$ cat src/rtl/phy_diag_map.vh
// How it works
// - Partner pause ability shown read-only, bit 10
// - Partner speed/duplex abilities in bits 8..5
// - Writing start bit runs test; self-clears
// - Outcome code in bits 14:13, resets normal
// - Bit 12 flags short under ten meters
// - Nine-bit fault distance count, bits 8:0
// - Bit 5 shows reversed receive polarity
// - Bit 4 shows crossover: one straight
// - Bit 3 forces link pass
// - Bit 2 low enables power saving
// - Bit 1 loops receive pair to transmit
// - Auto-negotiation complete flag read-only
`ifndef PHY_DIAG_MAP_VH
`define PHY_DIAG_MAP_VH
`define ADDR_PARTNER_ABILITY 5'h05
`define ADDR_BASIC_STATUS    5'h01
`define ADDR_CABLE_DIAG      5'h1d
`define ADDR_SPECIAL_CTRL    5'h1f
`define BIT_LP_PAUSE         10
`define BIT_LP_100FD         8
`define BIT_LP_100HD         7
`define BIT_LP_10FD          6
`define BIT_LP_10HD          5
`define BIT_AN_COMPLETE      5
`define BIT_DIAG_START       15
`define BIT_DIAG_RES_HI      14
`define BIT_DIAG_RES_LO      13
`define BIT_NEAR_SHORT       12
`define BIT_POL_REVERSED     5
`define BIT_MDI_STRAIGHT     4
`define BIT_FORCE_LINK       3
`define BIT_PWRSAVE_OFF      2
`define BIT_REMOTE_LOOP      1
`define RST_DIAG_RESULT      2'h0
`define RST_FAULT_COUNT      9'h000
`define RST_FORCE_LINK       1'h0
`define RST_PWRSAVE_OFF      1'h1
`define RST_REMOTE_LOOP      1'h0
`endif

$ cat src/rtl/phy_mgmt_diag_registers.v
`timescale 1ns/1ps
`include "phy_diag_map.vh"
module phy_mgmt_diag_registers (
  input  wire        sys_clk,          // 20 MHz clock
  input  wire        rst,              // Sync reset, active high
  input  wire        clk_en,           // Freezes all state when low
  input  wire [4:0]  reg_addr,         // Management register address
  input  wire        reg_wr,           // Write strobe
  input  wire        reg_rd,           // Read strobe
  input  wire [15:0] reg_wdata,        // Write data
  output reg  [15:0] reg_rdata,        // Read data, valid cycle after reg_rd
  input  wire [4:0]  lp_ability,       // Partner pause,100fd,100hd,10fd,10hd
  input  wire        an_complete,      // Auto-negotiation done
  input  wire        pol_reversed,     // Receive polarity reversed
  input  wire        mdi_straight,     // Resolved crossover, 1 = MDI
  input  wire        diag_done,        // Test engine finished pulse
  input  wire [1:0]  diag_result,      // Engine outcome code
  input  wire        diag_near_short,  // Engine: short under 10 m
  input  wire [8:0]  diag_distance,    // Engine: fault distance count
  output reg         diag_start,       // Test running, to engine
  output reg         force_link_pass,  // Force link pass
  output reg         pwrsave_off,      // 1 disables power saving
  output reg         remote_loop       // Loop receive pair to transmit pair
);

  reg [4:0] lp_reg;
  reg [1:0] result_reg;
  reg       near_short_reg;
  reg [8:0] distance_reg;
  reg       an_reg;
  reg       pol_reg;
  reg       mdi_reg;
  reg [15:0] rdata_next;

  // Read mux; unlisted addresses and reserved bits read zero
  always @* begin
    rdata_next = 16'h0000;
    case (reg_addr)
      `ADDR_PARTNER_ABILITY: begin
        rdata_next[`BIT_LP_PAUSE] = lp_reg[4];
        rdata_next[`BIT_LP_100FD:`BIT_LP_10HD] = lp_reg[3:0];
      end
      `ADDR_BASIC_STATUS: begin
        rdata_next[`BIT_AN_COMPLETE] = an_reg;
      end
      `ADDR_CABLE_DIAG: begin
        rdata_next[`BIT_DIAG_START] = diag_start;
        rdata_next[`BIT_DIAG_RES_HI:`BIT_DIAG_RES_LO] = result_reg;
        rdata_next[`BIT_NEAR_SHORT] = near_short_reg;
        rdata_next[8:0] = distance_reg;
      end
      `ADDR_SPECIAL_CTRL: begin
        rdata_next[`BIT_POL_REVERSED] = pol_reg;
        rdata_next[`BIT_MDI_STRAIGHT] = mdi_reg;
        rdata_next[`BIT_FORCE_LINK]   = force_link_pass;
        rdata_next[`BIT_PWRSAVE_OFF]  = pwrsave_off;
        rdata_next[`BIT_REMOTE_LOOP]  = remote_loop;
      end
      default: rdata_next = 16'h0000;
    endcase
  end

  always @(posedge sys_clk) begin
    if (rst) begin
      reg_rdata       <= 16'h0000;
      lp_reg          <= 5'h00;
      an_reg          <= 1'h0;
      pol_reg         <= 1'h0;
      mdi_reg         <= 1'h0;
      result_reg      <= `RST_DIAG_RESULT;
      near_short_reg  <= 1'h0;
      distance_reg    <= `RST_FAULT_COUNT;
      diag_start      <= 1'h0;
      force_link_pass <= `RST_FORCE_LINK;
      pwrsave_off     <= `RST_PWRSAVE_OFF;
      remote_loop     <= `RST_REMOTE_LOOP;
    end else if (clk_en) begin
      lp_reg  <= lp_ability;
      an_reg  <= an_complete;
      pol_reg <= pol_reversed;
      mdi_reg <= mdi_straight;
      if (reg_rd)
        reg_rdata <= rdata_next;
      // Results latched only on completion so they stay stable for the station
      if (diag_start && diag_done) begin
        diag_start     <= 1'h0;
        result_reg     <= diag_result;
        near_short_reg <= diag_near_short;
        distance_reg   <= diag_distance;
      end
      if (reg_wr && reg_addr == `ADDR_CABLE_DIAG && reg_wdata[`BIT_DIAG_START])
        diag_start <= 1'h1;
      if (reg_wr && reg_addr == `ADDR_SPECIAL_CTRL) begin
        force_link_pass <= reg_wdata[`BIT_FORCE_LINK];
        pwrsave_off     <= reg_wdata[`BIT_PWRSAVE_OFF];
        remote_loop     <= reg_wdata[`BIT_REMOTE_LOOP];
      end
    end
  end

endmodule // phy_mgmt_diag_registers

$ cat config.mk
export PLATFORM = sky130hd
export DESIGN_NAME = phy_mgmt_diag_registers
export DESIGN_NICKNAME = d
export VERILOG_FILES = /design/src/rtl/phy_mgmt_diag_registers.v
export VERILOG_INCLUDE_DIRS = /design/src /design/src/rtl
export SDC_FILE = /design/constraint.sdc
export NUM_CORES = 1
export LEC_CHECK = 0
export ABC_AREA = 0
export BUFFER_PORTS_ARGS = -buffer_cell sky130_fd_sc_hd__buf_2
export CAP_MARGIN = 5
export CORE_ASPECT_RATIO = 1.4
export CORE_MARGIN = 4
export CORE_UTILIZATION = 51
export DETAILED_ROUTE_END_ITERATION = 7
export PLACE_DENSITY_LB_ADDON = 0.3
export RECOVER_POWER = 50
export SLEW_MARGIN = 30
export SYNTH_ARGS = -nofsm -noshare
export SYNTH_HDL_FRONTEND = slang
export SYNTH_SLANG_ARGS = --single-unit
$ cat constraint.sdc
create_clock -name sys_clk -period 3 [get_ports sys_clk]
set_input_delay 0.15 -clock sys_clk [delete_from_list [all_inputs] [get_ports sys_clk]]
set_output_delay 0.15 -clock sys_clk [all_outputs]
set_load 0.01 [all_outputs]
Yosys cells after proc, flatten, opt, wreduce, memory -nomap -nowiden
Index checks and enable logic that the tools add are counted.
Storage, ports and cells
  input bits: 47
  register bits after elaboration: 38
  output and inout bits: 20
Cells by class
  reductions and logical operators: 9
  muxes and demuxes: 8
  equal/unequal tests: 4
Operator list (number)
  $eq 5x5->1 const B: 2
  $pmux 4 s2: 1
  $reduce_and 2->1: 4
  $pmux 3 s2: 1
  $eq 5x1->1 const B: 1
  $eq 5x3->1 const B: 1
  $logic_and 1x1->1: 4
  $mux 1: 4
  $mux 4: 1
  $pmux 1 s4: 1
  $reduce_bool 2->1: 1

Logic depth before layout (Yosys ltp)
Gate-level depths: netlist of the first run.
  depth after elaboration: 5
  mapped depth: 5
  gate-level depth less buffers: 3

Worst setup path after synthesis of the first run
OpenSTA, ideal clock, no wires.
  kind: register to register
  start: reg diag_start
  end: reg distance_reg[5]
  setup time: 0.070 ns
  arrival: 0.937 ns
  clock period less this slack: 1.007 ns
  stages on the path, launching flop included: 5
  path buffers: 1
  path slack: 1.993 ns
  data required time: 2.930 ns
  cell sequence: dfxtp_1 > and3_1 > buf_2 > nand2_1 > a21oi_1
Between the ends
  longest elaborated chain between the ends: 2
RTL lines
  from (decl): RTL line phy_mgmt_diag_registers.v:20  | output reg diag_start,
  from (signal assigned): RTL line phy_mgmt_diag_registers.v:73  | diag_start <= 1'h0;
  from (signal assigned): RTL line phy_mgmt_diag_registers.v:86  | diag_start <= 1'h0;
  from (signal assigned): RTL line phy_mgmt_diag_registers.v:92  | diag_start <= 1'h1;
  $logic_and 1x1->1: RTL line phy_mgmt_diag_registers.v:85  | if (diag_start && diag_done) begin
  $reduce_and 2->1 (no source line)
  to (signal assigned): RTL line phy_mgmt_diag_registers.v:72  | distance_reg <= `RST_FAULT_COUNT;
  to (signal assigned): RTL line phy_mgmt_diag_registers.v:89  | distance_reg <= diag_distance;
  to (decl): RTL line phy_mgmt_diag_registers.v:29  | reg [8:0] distance_reg;
No other way between the ends.
A chain may end at the register's enable or synchronous reset.

Worst setup path after layout of the first run
  start: in clk_en
  end: reg reg_rdata[5]
Between the ends
  longest elaborated chain between the ends: 1
RTL lines
  from (decl): RTL line phy_mgmt_diag_registers.v:6  | input wire clk_en,
  $reduce_and 2->1 (no source line)
  to (signal assigned): RTL line phy_mgmt_diag_registers.v:83  | reg_rdata <= rdata_next;
  to (decl): RTL line phy_mgmt_diag_registers.v:11  | output reg [15:0] reg_rdata,
No other way between the ends.

==> impl_metrics.ini, run 1 <==
[yosys]
yosys_warnings = 0
async_reset_ff_share_pct = 0
synth_xor_area_share_pct = 0
syn_inst = 186
synth_area_leader_cell = dfxtp_1
ys_top_cells_by_count = dfxtp_1 (38), nand2_1 (34), a21oi_1 (22), nor2_1 (17), nand4_1 (10)
muxShareOfSynthArea_pct = 4.83
syn_area_mm2 = 0.00166
synth_top_family_by_area = simple AND/OR/NAND/NOR gates
syn_avg_cell_area_um2 = 8.91
post-synth-top-area-fraction_pct = 45.9
synth-compound-area-share_pct = 14.8
synth-simple-area-share_pct = 26.7
synthFlopType = dfxtp_1
ys_top_cells_by_area = dfxtp_1 (46%), nand2_1 (7.7%), a21oi_1 (6.6%), mux2i_1 (4.8%), a311oi_2 (4.5%)
synthAdderAreaFrac_pct = 0
synth-edff-count = 0
ys_seq_area_share_pct = 45.9
ys_ff_latch = 38
yosysUniqueCellTypes = 29
yosysMostFrequentCell = dfxtp_1

[clock_network]
clock_sinks = 38
insertion_delay_ns = 0.29
hold_buffers = 0
numCtsBuffers = 5
cts_resized = 0
cts.clk_slew.worst_paths_ns = 0.07
cts_setup_buffers = 0
cts_tree = done
cts_buffer_depth = 2
htreeDepth = 2
cts_root_buf = clkbuf_8

[setup_path]
slowest_stage = and2_1
reg2reg_to = distance_reg[2]$_SDFFE_PP0P_
reg2reg_slack_ns = 1.76
end_kind = flip-flop
crit_path_cell_trace = buf_2 -> and2_1 -> nor2_1 -> a311oi_1
ff2ff_path_depth = 3
critPathKind = in -> reg
path_max_fanout = 21
timing.rr.start = diag_start$_SDFFE_PP0P_
cp.required_ns = 3.18
worstSetupStartpointType = primary input
slowest_delay_ns = 0.72
worstPathArrival_ns = 1.59

[finish]
n_antenna_cell = 0
drive_above_1_share_pct = 23.8
area_delta_synth_final_pct = 18.8
fin_nets = 277
postLayoutCoreUtil_pct = 63.1
final_cells = 270
largest_reg_flops = 14

[floorplan]
die-area_mm2 = 0.00424
die_y_um = 75.5
fp.dieW_um = 56.2
rows = 24
initial_core_util_pct = 53.1
fp.coreArea_mm2 = 0.00312
ios = 67

[power]
peakVddDrop_v = 0.000503
powerDensity_mw_per_mm2 = 581
p_leak_uw = 0.000729

[drt]
wl_per_cell_um = 13.5
vias = 1452
drt-total-wl_um = 3650
drt_iter0_drc = 41
drtAntennaViolNets = 0
viasPerCell = 5.38
firstDrtPassIters = 4
drc = 0

[global_routing]
gr-total-overflow = 0
antenna_found_initial = 0
track_usage_pct = 18.6
grt_pass1_wl_um = 6070
grt_max_degree = 39
grt_pass1_vias = 1385

[placement]
place_congestion = 0.726
portBuffers = 52
dp_cells = 262
dp_hpwl_um = 2540

[run]
cap_violations = 1

[timing]
max-slew-margin-rel_pct = -14.9
final.setup_skew_ns = 0.00366
hold_ws_ns = 0.0928
rsz0062_at_grt = no
fin_crit_ns = 1.41
hold_viol_final = 0
finalSetupViolCount = 0
max_freq_ghz = 0.709
final.setup.tns_ns = 0
period_share_pct = 47.0
finalMaxSlewViolations = 39
tightestPinTransition_ns = 1.72

[hold_path]
hold_start = diag_distance[5]
min_path_cells = 3
hp-class = in -> reg
hold_end = distance_reg[5]$_SDFFE_PP0P_

[outcome]
run_status = finished, violations left
violations = max-capacitance violations, max-slew violations
-- metal layers --
metal	vias to the layer above	part of all wire, %	wire length (um)	global-route usage (%)
li1	737	-	-	-
met5	-	0	0	0
met3	7	8.4	306	7.12
met2	46	51	1840	32.4
met4	0	1.8	67	8.97
met1	662	39	1430	20.1
-- how the worst max path moves through the flow --
stage                            startpoint                      endpoint  slack, ns  depth (start not counted)
CTS                                  clk_en     reg_rdata[5]$_SDFFE_PP0P_       1.59                          4
finish                               clk_en     reg_rdata[5]$_SDFFE_PP0P_       1.59                          4
floorplan           diag_start$_SDFFE_PP0P_  distance_reg[5]$_SDFFE_PP0P_       1.99                          4
detailed placement                   clk_en     reg_rdata[4]$_SDFFE_PP0P_       1.32                          4
global placement                     clk_en     reg_rdata[2]$_SDFFE_PP0P_       1.37                          4
global route                         clk_en     reg_rdata[5]$_SDFFE_PP0P_       1.46                          4
-- critical path: cells and delay by family --
kind	cells	cell delay, ns
AND/OR/NAND/NOR	2	0.82
buffers and inverters	1	0.33
AO/OA/AOI/OAI	1	0.28
-- final cells by class --
class	count	area, um2
Sequential cell	38	761
Timing Repair Buffer	52	238
Clock inverter	2	60.1
Clock buffer	6	82.6
Fill cell	307	1150
Multi-Input combinational cell	132	776
Inverter	1	3.75
Tap cell	39	48.8
-- logic make-up (layout without fill, tap and decap cells) --
| group | Yosys count | in the layout |
|---|---|---|
| other cells | 1 | 2 |
| mux | 8 | 8 |
| simple gates | 87 | 87 |
| buf+inv | 17 | 61 |
| compound gates | 35 | 35 |
| flops | 38 | 38 |
-- through the flow --
stage | total power, uW | setup WS [ns] | area, um2
floorplan | 596 | 1.99 | 1660
finish | 1140 | 1.59 | 1970
detailed placement | 627 | 1.32 | 1850
global placement | 625 | 1.37 | 1850
global route | 1190 | 1.46 | 1970
CTS | 1160 | 1.59 | 1990
-- cell usage in the layout (no fill, tap or decap), drive strengths merged --
master / netlist / layout
dfxtp: 38 / 38
nand2: 34 / 34
buf: 12 / 34
clkbuf: 4 / 24
a21oi: 22 / 22
nor2: 17 / 17
nand3: 16 / 16
nand4: 10 / 10
mux2i: 8 / 8
a311oi: 8 / 8
and2: 3 / 3
and3: 2 / 2
o31ai: 2 / 2
conb: 1 / 2
bufinv: 0 / 2
and3b: 1 / 1
and4: 1 / 1
nor4bb: 1 / 1
nor3b: 1 / 1
o21ai: 1 / 1
inv: 1 / 1
nor4: 1 / 1
a31oi: 1 / 1
o21bai: 1 / 1
-- power by group --
part / internal (uW) / switching [uW] / total [uW]
Combinational: 35.5 / 55.1 / 90.6
Clock: 354 / 175 / 529
Sequential: 517 / 7.00 / 524
Total: 907 / 237 / 1140
(Power assumes the default switching activity.)
==> run 2, diff against run 1 <==
- ABC_AREA: 0 -> 1
- CORE_UTILIZATION: 51 -> 46
- clock period: 3 -> 1.4 ns (I/O delays scaled with it)
==> run 2 against run 1 <==
  * The flow now finishes without violations
  * Register-to-register slack worse by 1.4 ns
  * Die area grew 4.4%
  * Area after synthesis down 5.3%
  * First-iteration DRC count up 7.3%
  * Sequential share of layout area rose by 1.9 points
  * Critical endpoint is now reg_rdata[8]$_SDFFE_PP0P_
  * Final cell count increased by 12%
  * Largest cell class is now sequential cells
  * Wire length decreased by 5.5%
  * Setup slack lost 1.3 ns
  * Via count rose by 0.28%
  * Design area decreased by 4.6%
==> impl_metrics.ini, run 2 <==
[setup_path]
cp.required_ns = 1.61
critPathKind = in -> reg
cp.buffers_inverters = 2
critical_path.top_delay_family = buffers and inverters
slowest_delay_ns = 0.39
crit_path_cell_trace = clkbuf_1 -> nand2_1 -> inv_2 -> o21ai_0 -> a31oi_2
path_max_fanout = 28
end_kind = flip-flop
slowest_stage = clkbuf_1
worstPathArrival_ns = 1.32
timing.rr.start = diag_start$_SDFFE_PP0P_
worstSetupStartpointType = primary input
crit_path_start = clk_en

[finish]
fillers = 337
largest_reg_flops = 14
n_antenna_cell = 0
fin_area_mm2 = 0.00188
area_delta_synth_final_pct = 19.7
final_common_cell = dfxtp_1
drive_above_1_share_pct = 18.3
fin_nets = 310
final_cell_mix = dfxtp_1 (38), nand2_1 (35), buf_2 (34)

[power]
p_sw_uw = 484
power_frac_comb_pct = 9.9
clkPwrFrac_pct = 33.8
switching_share_pct = 23.9
seqPwrFrac_pct = 56.3
p_leak_uw = 0.000789
p_int_uw = 1540
peakVddDrop_v = 0.000758
powerDensity_mw_per_mm2 = 1080

[timing]
finalSetupViolCount = 0
final.setup.tns_ns = 0
hold_viol_final = 0
tightestPinTransition_ns = 0.713
final.setup_skew_ns = 0.00346
rsz0062_at_grt = no
fin_crit_ns = 1.10
max-slew-margin-rel_pct = 52.4
period_share_pct = 78.6
finalMaxSlewViolations = 0
max_freq_ghz = 0.909

[drt]
drt-total-wl_um = 3450
firstDrtPassIters = 4
drt_iter0_drc = 44
viasPerCell = 4.82
wl_per_cell_um = 11.4
drtAntennaViolNets = 0
vias = 1456
drc = 0

[floorplan]
fp.coreArea_mm2 = 0.00321
ios = 67
initial_core_util_pct = 48.9
die_y_um = 77.1
rows = 24
fp.dieW_um = 57.4
die-area_mm2 = 0.00443

[yosys]
synth-edff-count = 0
yosysMostFrequentCell = dfxtp_1
syn_area_mm2 = 0.00157
ys_seq_area_share_pct = 48.4
ys_top_cells_by_count = dfxtp_1 (38), nand2_1 (35), nor2_1 (31), o21ai_0 (29)
yosysUniqueCellTypes = 17
ys_top_cells_by_area = dfxtp_1 (48%), o21ai_0 (9.2%), nand2_1 (8.4%), nor2_1 (7.4%), a21oi_1 (6.7%)
ys_ff_latch = 38
synth_area_leader_cell = dfxtp_1
syn_inst = 213
syn_avg_cell_area_um2 = 7.37
yosys_warnings = 0
async_reset_ff_share_pct = 0
post-synth-top-area-fraction_pct = 48.4
synthFlopType = dfxtp_1

[clock_network]
htreeDepth = 2
numCtsBuffers = 5
cts_setup_buffers = 0
cts_buffer_depth = 2
clock_sinks = 38
insertion_delay_ns = 0.29
cts_resized = 0
cts_tree = done
cts_root_buf = clkbuf_8
cts.clk_slew.worst_paths_ns = 0.06
hold_buffers = 0

[global_routing]
grt_pass1_wl_um = 5760
grt_pass1_vias = 1346
track_usage_pct = 16.5
grt_max_degree = 31
antenna_found_initial = 0
gr-total-overflow = 0

[placement]
portBuffers = 52
dp_hpwl_um = 2470
place_congestion = 0.776
dpl_cell_area_mm2 = 0.00183

[hold_path]
hold_start = lp_ability[4]
hp-class = in -> reg

[outcome]
run_status = finished clean

[run]
cap_violations = 0
## run 2: path summary, 6_finish.rpt
kind,to,slack (ns),cells past startpoint
worst min register to register,distance_reg[5]$_SDFFE_PP0P_,0.45,2
worst max-delay path,reg_rdata[8]$_SDFFE_PP0P_,0.30,5
worst min-delay path,lp_reg[4]$_SDFFE_PP0P_,0.01,3
worst max register to register,distance_reg[4]$_SDFFE_PP0P_,0.36,4
## run 2: cells by family (layout without fill, tap and decap cells)
group	Yosys count	in the layout	synth area share, %
AO/OA/AOI/OAI	52	52	17.5
buffers and inverters	35	84	10.1
flip-flops	38	38	48.4
other	1	2	0.239
AND/OR/NAND/NOR	87	87	23.7
## run 2: cell type report
cell class / instances / area [um2] / area share (%)
clock buffer: 7 / 76.3 / 4.06
inverter: 23 / 86.3 / 4.59
multi-input combinational: 141 / 654 / 34.8
sequential: 38 / 761 / 40.5
tap: 39 / 48.8 / 2.60
timing repair buffer: 54 / 253 / 13.4
## run 2: layer usage
layer	wire length, um	part of all wire (%)	GRT usage (%)
met5	0	0	0
met4	63	1.8	6.50
met3	217	6.3	5.71
met2	1740	50	27.1
met1	1430	41	19.1
## run 2: power by group through the flow
stage / Combinational, uW / Sequential [uW] / Clock, uW
final: 200 / 1140 / 685
after global routing: 229 / 1140 / 767
after CTS: 210 / 1140 / 712
after detailed placement: 209 / 1160 / 0
after global placement: 204 / 1160 / 0
after floorplan: 115 / 1170 / 0
## run 2: worst register-to-register path: stages, from the launching register on
cell	delay, ns
dfxtp_1	0.39
nand3_1	0.12
buf_4	0.22
o21ai_0	0.16
a21oi_1	0.05
## run 2: per-stage QoR
step | setup slack, ns | util (%) | std cells | hold slack, ns | total power, uW
2_1_floorplan | 0.347 | - | 214 | 0.205 | 1290
3_3_place_gp | 0.306 | 56.8 | 295 | 0.292 | 1370
3_5_place_dp | 0.265 | 56.8 | 295 | 0.306 | 1370
4_1_cts | 0.370 | 59.2 | 302 | 0.00653 | 2060
5_1_grt | 0.134 | 58.5 | 302 | 0.00978 | 2140
6_report | 0.300 | 58.5 | 302 | 0.00993 | 2030
==> run 3, diff against run 2 <==
- CORE_UTILIZATION: 46 -> 42
- clock period: 1.4 -> 0.9 ns (I/O delays scaled with it)
==> run 3 against run 2 <==
  * The flow now finishes with violations (negative setup slack)
  * Worst hold slack got worse by 0.0025 ns
  * Critical path depth shrank 3
  * Die area grew 8.3%
  * Register-to-register slack got worse by 0.35 ns
  * Count of clock-buffer cells in the layout unchanged
  * Critical endpoint is now diag_start
==> impl_metrics.ini, run 3 (synthesized netlist as in run 2, its figures left out) <==
[clock_network]
htreeDepth = 2
cts_root_buf = clkbuf_8
cts.clk_slew.worst_paths_ns = 0.07
clock_sinks = 38
cts_tree = done
numCtsBuffers = 5
insertion_delay_ns = 0.28
cts_buffer_depth = 2

[setup_path]
timing.rr.start = diag_start$_SDFFE_PP0P_
reg2reg_to = distance_reg[7]$_SDFFE_PP0P_
crit_path_start = diag_start$_SDFFE_PP0P_
end_kind = primary output
reg2reg_slack_ns = 0.01
path_max_fanout = 3
critPathKind = reg -> out
worstSetupStartpointType = flip-flop
worstPathArrival_ns = 0.88
ff2ff_path_depth = 2
cp.required_ns = 0.85
crit_path_end = diag_start

[finish]
final_common_cell = buf_2
final_cells = 323
postLayoutCoreUtil_pct = 58.3
fin_nets = 328
final-seq-area_um2 = 764
drive_above_1_share_pct = 28.1
area_delta_synth_final_pct = 35.2
multi_input_area_um2 = 667
largest_reg_flops = 14
final_cell_mix = buf_2 (50), dfxtp_1 (37), nand2_1 (35)
fillers = 369
n_antenna_cell = 0

[drt]
viasPerCell = 4.79
firstDrtPassIters = 4
wl_per_cell_um = 11.6
vias = 1546
drtAntennaViolNets = 0
drc = 0
drt-total-wl_um = 3750
drt_iter0_drc = 37

[timing]
fin_crit_ns = 0.922
final.setup.tns_ns = -0.0221
max_freq_ghz = 1.08
finalSetupViolCount = 1
period_share_pct = 102
hold_viol_final = 0
setup_ws_ns = -0.0221
finalMaxSlewViolations = 0
rsz0062_at_grt = yes
final.setup_skew_ns = 0.00481

[run]
cap_violations = 0

[placement]
portBuffers = 52
dp_hpwl_um = 2650
pre_cts_slack_ns = -0.0518
dp_cells = 307
place_congestion = 0.737

[power]
clkPwrFrac_pct = 34.8
peakVddDrop_v = 0.00117
p_leak_uw = 0.000955
seqPwrFrac_pct = 53.2
p_sw_uw = 783
switching_share_pct = 23.6
powerDensity_mw_per_mm2 = 1570
p_int_uw = 2540
power_frac_comb_pct = 12.0

[global_routing]
antenna_found_initial = 0
grtUsageMet3_pct = 3.54
track_usage_pct = 17.1
top_usage_layer = met2
grt_max_degree = 17
gr-total-overflow = 0
grt_pass1_vias = 1536
met1_usage_pct = 18.7
grt_use_met2_pct = 30.7
grt_pass1_wl_um = 6360

[floorplan]
ios = 67
fp.coreArea_mm2 = 0.00364
initial_core_util_pct = 43.1
rows = 26
die_y_um = 80.3
fp.dieW_um = 59.7
die-area_mm2 = 0.00479

[outcome]
violations = negative setup slack
run_status = finished, violations left

[hold_path]
hp-class = in -> reg
-- run 3: cell types whose count changed in the layout (fill, tap and decap cells not counted), sizes merged --
cell         previous run  this run
buf                    36        63
clkbuf                 25         8
dlygate4sd3             0         7
nand3                  18        19
-- run 3: layout make-up --
type,count,share of cell area (%)
sequential,38,36.0
multi-input combinational,142,31.4
clock buffer,7,4.07
timing repair buffer,71,22.0
tap,42,2.47
inverter,23,4.07
-- run 3: how the worst min path moves through the flow --
| stage | start | endpoint | slack, ns | cells after the start |
|---|---|---|---|---|
| final | reg_wdata[2] | pwrsave_off$_SDFFE_PP1P_ | 0.007 | 3 |
| after global routing | reg_wdata[2] | pwrsave_off$_SDFFE_PP1P_ | 0.009 | 3 |
| after CTS | reg_wdata[2] | pwrsave_off$_SDFFE_PP1P_ | 0.002 | 3 |
| after floorplan | lp_ability[0] | lp_reg[0]$_SDFFE_PP0P_ | 0.18 | 2 |
| after global placement | an_complete | an_reg$_SDFFE_PP0P_ | 0.27 | 3 |
| after detailed placement | lp_ability[0] | lp_reg[0]$_SDFFE_PP0P_ | 0.28 | 3 |
-- run 3: layer usage --
metal	vias up	wire (um)	part of all wire, %
met5	-	0	0
met2	38	1900	51
met1	687	1570	42
met3	7	220	5.9
li1	814	-	-
met4	0	57	1.5
-- run 3: power groups by stage --
| stage | sequential [uW] | combinational (uW) | clock (uW) |
|---|---|---|---|
| after CTS | 1770 | 407 | 1200 |
| after detailed placement | 1810 | 380 | 0 |
| after global routing | 1770 | 452 | 1260 |
| final | 1770 | 399 | 1160 |
| after global placement | 1800 | 375 | 0 |
| after floorplan | 1820 | 179 | 0 |
-- run 3: critical path, stage by stage, from the launching register on --
cell,delay [ns]
dfxtp_4,0.37
buf_6,0.12
buf_6,0.11
-- run 3: through the flow --
| step | total power, uW | instance area (um2) | hold slack [ns] |
|---|---|---|---|
| final | 3320 | 2120 | 0.00742 |
| after global routing | 3480 | 2120 | 0.00902 |
| after CTS | 3370 | 2130 | 0.00185 |
| after detailed placement | 2180 | 1950 | 0.280 |
| after global placement | 2180 | 1950 | 0.272 |
| after floorplan | 2000 | 1600 | 0.180 |
-- run 3: what timing repair did --
action | 4_1_cts | 5_1_grt
hold buffers | 7 | 0
hold endpoints to repair | 7 | 0
gates cloned | 1 | 0
resized for setup | 2 | 2
endpoints found under the setup margin | 13 | 13
buffers inserted | 0 | 1
